`config.mk`:
```
export PLATFORM = sky130hd
export DESIGN_NAME = ctac_tx_abort_control
export DESIGN_NICKNAME = d
export VERILOG_FILES = /design/src/rtl/ctac_pkg.sv /design/src/rtl/ctac_buffer_slice.sv /design/src/rtl/ctac_tx_abort_control.sv
export SDC_FILE = /design/constraint.sdc
export NUM_CORES = 1
export LEC_CHECK = 0
export ABC_CLOCK_PERIOD_IN_PS = 3900
export BUFFER_PORTS_ARGS = -buffer_cell sky130_fd_sc_hd__buf_2
export CAP_MARGIN = 20
export CELL_PAD_IN_SITES_DETAIL_PLACEMENT = 2
export CELL_PAD_IN_SITES_GLOBAL_PLACEMENT = 2
export CORE_MARGIN = 2
export CORE_UTILIZATION = 36
export DETAILED_ROUTE_END_ITERATION = 16
export PLACE_DENSITY_LB_ADDON = 0.1
export SLEW_MARGIN = 20
export SYNTH_ARGS = -nofsm -noshare
export SYNTH_HDL_FRONTEND = slang
export SYNTH_HIERARCHICAL = 1
export SYNTH_SLANG_ARGS = --single-unit
```
`constraint.sdc`:
```
create_clock -name clk -period 3.9 [get_ports clk]
set_clock_uncertainty 0.15 [all_clocks]
set_input_delay 0.585 -clock clk [delete_from_list [all_inputs] [get_ports clk]]
set_output_delay 0.585 -clock clk [all_outputs]
set_load 0.01 [all_outputs]
```
`src/rtl/ctac_pkg.sv`:
```
// constants shared by the transmit abort control block
package ctac_pkg;
   // ****************************************
   // register offsets
   // ****************************************
   localparam logic [7:0] BUF0_CTRL_OFS = 8'h30;
   localparam logic [7:0] BUF1_CTRL_OFS = 8'h40;
   localparam logic [7:0] BUF2_CTRL_OFS = 8'h50;
   localparam logic [7:0] CTRL_OFS = 8'h0F;
   // ****************************************
   // field positions
   // ****************************************
   localparam int CANCELLED_BIT = 6;
   localparam int ARB_LOST_BIT = 5;
   localparam int SEND_ERR_BIT = 4;
   localparam int PENDING_BIT = 3;
   localparam int PRIO_LSB = 0;
   localparam int CANCEL_ALL_BIT = 4;
   // ****************************************
   // reset values and sizes
   // ****************************************
   localparam logic [7:0] CTRL_RESET = 8'h00;
   localparam logic [1:0] PRIO_RESET = 2'h0;
   localparam logic [7:0] UNMAPPED_READ = 8'h00;
   localparam int NUM_BUF = 3;
endpackage

```
`src/rtl/ctac_buffer_slice.sv`:
```
// control and status bits of one transmit buffer
`timescale 1ns/1ps
`default_nettype none
module ctac_buffer_slice
   import ctac_pkg::*;
(
   // clock and reset
   input wire logic clk,
   input wire logic rst_n,
   // host write
   input wire logic wr_hit,
   input wire logic [7:0] wr_data,
   // global cancel
   input wire logic cancel_all,
   // engine events for this buffer
   input wire logic start,
   input wire logic done,
   input wire logic arb_lost,
   input wire logic bus_error,
   // state
   output logic [7:0] ctrl_value,
   output logic [1:0] send_priority,
   output logic started
);
   logic send_pending_ff;
   logic cancelled_flag_ff;
   logic arbitration_lost_flag_ff;
   logic send_error_flag_ff;
   logic started_ff;
   logic [1:0] send_priority_ff;
   logic set_req;

   assign set_req = wr_hit && wr_data[PENDING_BIT] && !send_pending_ff;

   // ****************************************
   // transmit request
   // ****************************************
   always_ff @(posedge clk or negedge rst_n) begin
      if (!rst_n) begin
         send_pending_ff <= 1'b0;
      end else if (done && started_ff) begin
         send_pending_ff <= 1'b0;
      end else if (wr_hit && wr_data[PENDING_BIT]) begin
         send_pending_ff <= 1'b1;
      end else if (wr_hit && !started_ff) begin
         send_pending_ff <= 1'b0;
      end else if (cancel_all && !started_ff) begin
         send_pending_ff <= 1'b0;
      end
   end

   // ****************************************
   // frame under way, held across retries
   // ****************************************
   always_ff @(posedge clk or negedge rst_n) begin
      if (!rst_n) begin
         started_ff <= 1'b0;
      end else if (done) begin
         started_ff <= 1'b0;
      end else if (start && send_pending_ff) begin
         started_ff <= 1'b1;
      end
   end

   // ****************************************
   // status flags
   // ****************************************
   always_ff @(posedge clk or negedge rst_n) begin
      if (!rst_n) begin
         cancelled_flag_ff <= 1'b0;
      end else if (cancel_all && send_pending_ff && !started_ff && !(wr_hit && wr_data[PENDING_BIT])) begin
         cancelled_flag_ff <= 1'b1;
      end else if (set_req) begin
         cancelled_flag_ff <= 1'b0;
      end
   end

   always_ff @(posedge clk or negedge rst_n) begin
      if (!rst_n) begin
         arbitration_lost_flag_ff <= 1'b0;
      end else if (arb_lost && started_ff) begin
         arbitration_lost_flag_ff <= 1'b1;
      end else if (set_req) begin
         arbitration_lost_flag_ff <= 1'b0;
      end
   end

   always_ff @(posedge clk or negedge rst_n) begin
      if (!rst_n) begin
         send_error_flag_ff <= 1'b0;
      end else if (bus_error && started_ff) begin
         send_error_flag_ff <= 1'b1;
      end else if (set_req) begin
         send_error_flag_ff <= 1'b0;
      end
   end

   always_ff @(posedge clk or negedge rst_n) begin
      if (!rst_n) begin
         send_priority_ff <= PRIO_RESET;
      end else if (wr_hit && !started_ff) begin
         send_priority_ff <= wr_data[PRIO_LSB +: 2];
      end
   end

   assign ctrl_value = {1'b0, cancelled_flag_ff, arbitration_lost_flag_ff, send_error_flag_ff,
                        send_pending_ff, 1'b0, send_priority_ff};
   assign send_priority = send_priority_ff;
   assign started = started_ff;
endmodule
`default_nettype wire

```
`src/rtl/ctac_tx_abort_control.sv`:
```
// transmit buffer control, priority choice and abort logic
`timescale 1ns/1ps
`default_nettype none
// Summary of operation
// - host clears a buffer's send request to cancel it if not yet started
// - setting cancel-all cancels every buffer still waiting to send
// - cancelled flag is set only by a cancel-all cancellation
// - cancelling by clearing the send request leaves the cancelled flag alone
// - only frames not yet started on the bus can be cancelled
// - host clears of the send request are ignored once the frame started
// - a started frame that errs or loses arbitration is queued again
// - send error flag, bit 4, shows a bus error during this buffer's frame
// - send request, bit 3, reads one while the buffer waits to send
// - send request clears itself after a successful send
// - setting the send request clears cancelled, arbitration and error flags
// - priority 11 is highest, 00 lowest; ties go to the higher buffer
// - lost arbitration keeps the request set and sets the arbitration flag
module ctac_tx_abort_control
   import ctac_pkg::*;
(
   // clock and reset
   input wire logic clk,
   input wire logic rst_n,
   // register access from the serial command decoder
   input wire logic [7:0] reg_addr,
   input wire logic reg_wr,
   input wire logic [7:0] reg_wdata,
   input wire logic reg_rd,
   output logic [7:0] reg_rdata,
   // protocol engine
   output logic offer_valid,
   output logic [1:0] offer_index,
   input wire logic eng_start,
   input wire logic eng_done,
   input wire logic eng_arb_lost,
   input wire logic eng_bus_error,
   // controller control state
   output logic cancel_all_request
);
   localparam logic [NUM_BUF-1:0][7:0] BUF_OFS = {BUF2_CTRL_OFS, BUF1_CTRL_OFS, BUF0_CTRL_OFS};

   logic [7:0] controller_control_ff;
   logic [7:0] reg_rdata_ff;
   logic [1:0] offer_index_ff;
   logic offer_ok_ff;
   logic [NUM_BUF-1:0] wr_hit;
   logic [NUM_BUF-1:0] eng_sel;
   logic [NUM_BUF-1:0] pending;
   logic [NUM_BUF-1:0] started;
   logic [NUM_BUF-1:0][7:0] ctrl_value;
   logic [NUM_BUF-1:0][1:0] prio;
   logic cancel_all;
   logic nxt_offer_ok;
   logic [1:0] nxt_offer_index;
   logic [1:0] best_prio;
   logic [7:0] rd_mux;

   assign cancel_all = controller_control_ff[CANCEL_ALL_BIT];

   // ****************************************
   // buffer slices
   // ****************************************
   for (genvar i = 0; i < NUM_BUF; i++) begin : g_buf
      assign wr_hit[i] = reg_wr && (reg_addr == BUF_OFS[i]);
      assign eng_sel[i] = (offer_index_ff == 2'(i));
      assign pending[i] = ctrl_value[i][PENDING_BIT];
      ctac_buffer_slice u_slice (
         .clk(clk),
         .rst_n(rst_n),
         .wr_hit(wr_hit[i]),
         .wr_data(reg_wdata),
         .cancel_all(cancel_all),
         .start(eng_start && offer_valid && eng_sel[i]),
         .done(eng_done && started[i]),
         .arb_lost(eng_arb_lost && started[i]),
         .bus_error(eng_bus_error && started[i]),
         .ctrl_value(ctrl_value[i]),
         .send_priority(prio[i]),
         .started(started[i])
      );
   end

   // ****************************************
   // controller control register
   // ****************************************
   always_ff @(posedge clk or negedge rst_n) begin
      if (!rst_n) begin
         controller_control_ff <= CTRL_RESET;
      end else if (reg_wr && reg_addr == CTRL_OFS) begin
         controller_control_ff <= reg_wdata;
      end
   end

   // ****************************************
   // register read
   // ****************************************
   always_comb begin
      rd_mux = UNMAPPED_READ;
      if (reg_addr == CTRL_OFS) begin
         rd_mux = controller_control_ff;
      end
      for (int i = 0; i < NUM_BUF; i++) begin
         if (reg_addr == BUF_OFS[i]) begin
            rd_mux = ctrl_value[i];
         end
      end
   end

   always_ff @(posedge clk or negedge rst_n) begin
      if (!rst_n) begin
         reg_rdata_ff <= UNMAPPED_READ;
      end else if (reg_rd) begin
         reg_rdata_ff <= rd_mux;
      end
   end

   // ****************************************
   // choice of next buffer to send
   // ****************************************
   always_comb begin
      nxt_offer_ok = 1'b0;
      nxt_offer_index = 2'h0;
      best_prio = 2'h0;
      for (int i = 0; i < NUM_BUF; i++) begin
         if (pending[i] && !cancel_all && (!nxt_offer_ok || prio[i] >= best_prio)) begin
            nxt_offer_ok = 1'b1;
            nxt_offer_index = 2'(i);
            best_prio = prio[i];
         end
      end
      for (int i = 0; i < NUM_BUF; i++) begin
         if (started[i]) begin
            nxt_offer_ok = 1'b1;
            nxt_offer_index = 2'(i);
         end
      end
   end

   always_ff @(posedge clk or negedge rst_n) begin
      if (!rst_n) begin
         offer_ok_ff <= 1'b0;
         offer_index_ff <= 2'h0;
      end else begin
         offer_ok_ff <= nxt_offer_ok;
         offer_index_ff <= nxt_offer_index;
      end
   end

   assign offer_valid = offer_ok_ff && pending[offer_index_ff] && (started[offer_index_ff] || !cancel_all);
   assign offer_index = offer_index_ff;
   assign reg_rdata = reg_rdata_ff;
   assign cancel_all_request = cancel_all;
endmodule
`default_nettype wire

```
==> flow_summary.toml <==
[run_status]
status = "finished clean"

[yosys]
syn-mean-instance-area_sq_um = 10.2
yosysTopAreaCell = "sky130_fd_sc_hd__dfrtp_1"
synth_sequential_area_ratio = 0.423
synth.cell_area_sq_mm = 0.00237
netlist_top_cells_area = "sky130_fd_sc_hd__dfrtp_1, sky130_fd_sc_hd__mux2_2, sky130_fd_sc_hd__buf_4, sky130_fd_sc_hd__o221ai_1, sky130_fd_sc_hd__and2_1"
edff_count_synth = 0
post-synth-top-area-fraction = 0.423
post-synth-top-count-cell = "sky130_fd_sc_hd__dfrtp_1"
yosys_warnings = 6
postSynthCellCount = 232
yosys_most_used_dff = "sky130_fd_sc_hd__dfrtp_1"
yosys-top-cells-count = "sky130_fd_sc_hd__dfrtp_1, sky130_fd_sc_hd__buf_4, sky130_fd_sc_hd__mux2_2"
async_flop_share = 1.00
ys_types = 45
synth-seq-cells = 40

[floorplanning]
floorplan.initialDensity = 0.373
boundaryPins = 36
die_area_sq_mm = 0.00724
core_area_sq_mm = 0.00635
vertical_die_dimension_um = 85.1
rows = 29
die_x_um = 85.1

[timing]
period_minus_slack_ns = 3.12
achievable-frequency_mhz = 320
timing.slew.headroom = 0.366
grt_setup_unrepaired = "no"
worstMarginPinSlew_ns = 0.951
min_period_over_period = 0.800
hold_viol = 0
report.final.slew_viol_count = 0
holdWs_ns = 0.272
setup_tns_ns = 0
report.final.setup_viol = 0

[detailed_routing]
num_vias = 1716
routed_wire_length_per_instance_um = 18.0
drt_pre_antenna_iters = 4
detail_route.wirelength_um = 5840
final_ant_viol_nets = 0
dr.first_iter.drc_count = 46
detail_route.vias_per_cell = 5.30
route.detailed.drc = 0

[final_layout]
finish.instance_area_sq_mm = 0.00252
area.growth.synth_to_final_pct = 6.50
antenna_cells_inserted = 0
post_route_cells_drive_above_1_share = 0.308
nNetsFinal = 275

[hold_path]
worst_hold_class = "in2async"

[cts]
post_cts_resize_count = 0
htree_levels = 2
clkSlewWorstSetupHoldPaths_ns = 0.08
cts_hold_buf = 0
cts.path.max_buffers = 2
cts_tree = "yes"
numCtsBuffers = 5
clock_tree.root_cell = "sky130_fd_sc_hd__clkbuf_8"
postCtsSetupRepairBufs = 0
worst_skew_pair.late_latency_ns = 0.29
cts_sinks = 40

[run]
maxCapViolations = 0

[placement]
place_area_sq_mm = 0.00244
gp_congestion = 0.730
hpwl_um = 4240
place.port_buffers = 35

[worst_setup_path]
criticalPathCategory = "reg2reg"
worst-endpoint-required_ns = 3.92
worst_setup_path_start_kind = "flop"
timing.critical_path.arrival_ns = 3.14
timing.critical_path.to_type = "flop"
crit_path_max_fanout = 12

[power_and_ir_drop]
switching_share = 0.258
total_chip_power_w = 0.000774
internal_power_summed_over_all_cells_w = 0.000575
power.leakage_nw = 1.20
power_frac_clock = 0.351
cellPowerDensity_mw_per_mm2 = 307
vdd_ir_drop_max_mv = 0.139
power_frac_seq = 0.565
power.switching_w = 0.000200
combPwrFrac = 0.083

[global_routing]
overflow = 0
antenna_violations_before_repair = 0
grt_start_max_net_pins = 41
global_route.usage.total = 0.178
vias_in_the_first_global_route = 1900
grt_pass1_wl_um = 10000
final cells by class:
| class | instances | area, sq um |
|---|---|---|
| fill | 701 | 3830 |
| multi-input combinational | 149 | 1100 |
| sequential | 40 | 1000 |
| timing repair buffer | 36 | 183 |
| tap | 77 | 96.3 |
| clock buffer | 5 | 68.8 |
| inverter | 15 | 56.3 |
| clock inverter | 2 | 12.5 |
path summary, 6_finish.rpt:
kind / depth (start not counted) / startpoint / slack [ns] / to
min in group clk: 1 / g_buf[2].u_slice/arbitration_lost_flag_ff$_DFFE_PN0P_ / 0.35 / g_buf[2].u_slice/arbitration_lost_flag_ff$_DFFE_PN0P_
worst max-delay path: 10 / g_buf[0].u_slice/send_pending_ff$_DFFE_PN0P_ / 0.78 / offer_index[0]$_DFF_PN0_
worst min register to register: 1 / g_buf[2].u_slice/arbitration_lost_flag_ff$_DFFE_PN0P_ / 0.35 / g_buf[2].u_slice/arbitration_lost_flag_ff$_DFFE_PN0P_
worst min-delay path: 1 / rst_n / 0.27 / controller_control_ff[1]$_DFFE_PN0P_
max in group asynchronous: 1 / rst_n / 2.72 / controller_control_ff[7]$_DFFE_PN0P_
worst max register to register: 10 / g_buf[0].u_slice/send_pending_ff$_DFFE_PN0P_ / 0.78 / offer_index[0]$_DFF_PN0_
placed cells by master, fill, tap and decap left out, drive strengths merged, types with 2 or more instances in the layout:
cell,synthesis,layout
a21oi,9,9
a22o,6,6
a22oi,8,8
and2,11,11
and3,3,3
and4b,2,2
buf,29,36
clkbuf,2,5
conb,3,6
dfrtp,40,40
ha,4,4
inv,15,15
mux2,23,23
mux2i,2,2
nand2,8,8
nand2b,3,3
nand3,9,9
nand3b,2,2
nand4b,3,3
nor2,7,7
nor2b,5,5
nor3,3,3
o21a,3,3
o21ai,9,9
o221ai,8,8
or2,3,3
power by group through the flow:
stage	clock (W)	sequential [W]	combinational, W
floorplan	0	0.000442	0.0000433
global placement	0	0.000446	0.0000653
detailed placement	0	0.000446	0.0000666
CTS	0.000283	0.000438	0.0000670
global route	0.000299	0.000440	0.0000749
finish	0.000272	0.000438	0.0000646
critical path, stage by stage, from the launching register on:
cell and delay [ns]:
sky130_fd_sc_hd__dfrtp_1 0.55, sky130_fd_sc_hd__and3b_1 0.26, sky130_fd_sc_hd__ha_1 0.25, sky130_fd_sc_hd__o21ai_0 0.17, sky130_fd_sc_hd__a311o_1 0.26, sky130_fd_sc_hd__mux2_2 0.36, sky130_fd_sc_hd__ha_1 0.26, sky130_fd_sc_hd__nand2b_1 0.14
sky130_fd_sc_hd__a211oi_1 0.22, sky130_fd_sc_hd__nor3b_1 0.09, sky130_fd_sc_hd__o41ai_1 0.29
flip-flops by register name, indices dropped and copies added, names as in the netlist:
name / cells
g_buf.u_slice/started: 3
offer_ok_ff: 1
reg_rdata: 8
g_buf.u_slice/send_pending_ff: 3
offer_index: 2
g_buf.u_slice/arbitration_lost_flag_ff: 3
g_buf.u_slice/send_priority: 6
g_buf.u_slice/send_error_flag_ff: 3
g_buf.u_slice/cancelled_flag_ff: 3
controller_control_ff: 8
routing by layer:
layer,wire length [um],up-vias,part of all wire,global-route usage
met5,0,-,0,0
met2,2920,21,0.50,0.304
met3,134,4,0.023,0.0292
li1,-,830,-,-
met1,2710,861,0.46,0.234
met4,70,0,0.012,0.0519
logic make-up (layout without fill, tap and decap cells):
logic type	Yosys count	in the layout	share of synthesized area
mux	25	25	0.118
buf+inv	46	58	0.116
other cells	3	6	0.00476
flops	40	40	0.423
compound gates	49	49	0.146
simple gates	65	65	0.171
fa+ha+maj	4	4	0.0212
stage by stage:
| stage | utilization | worst slack, ns | std cells |
|---|---|---|---|
| global route | 0.397 | 0.487 | 324 |
| floorplan | - | 0.998 | 235 |
| global placement | 0.384 | 0.939 | 317 |
| finish | 0.397 | 0.779 | 324 |
| CTS | 0.397 | 0.718 | 324 |
| detailed placement | 0.384 | 0.774 | 317 |
No activity file was read; power rests on OpenSTA's default activity.
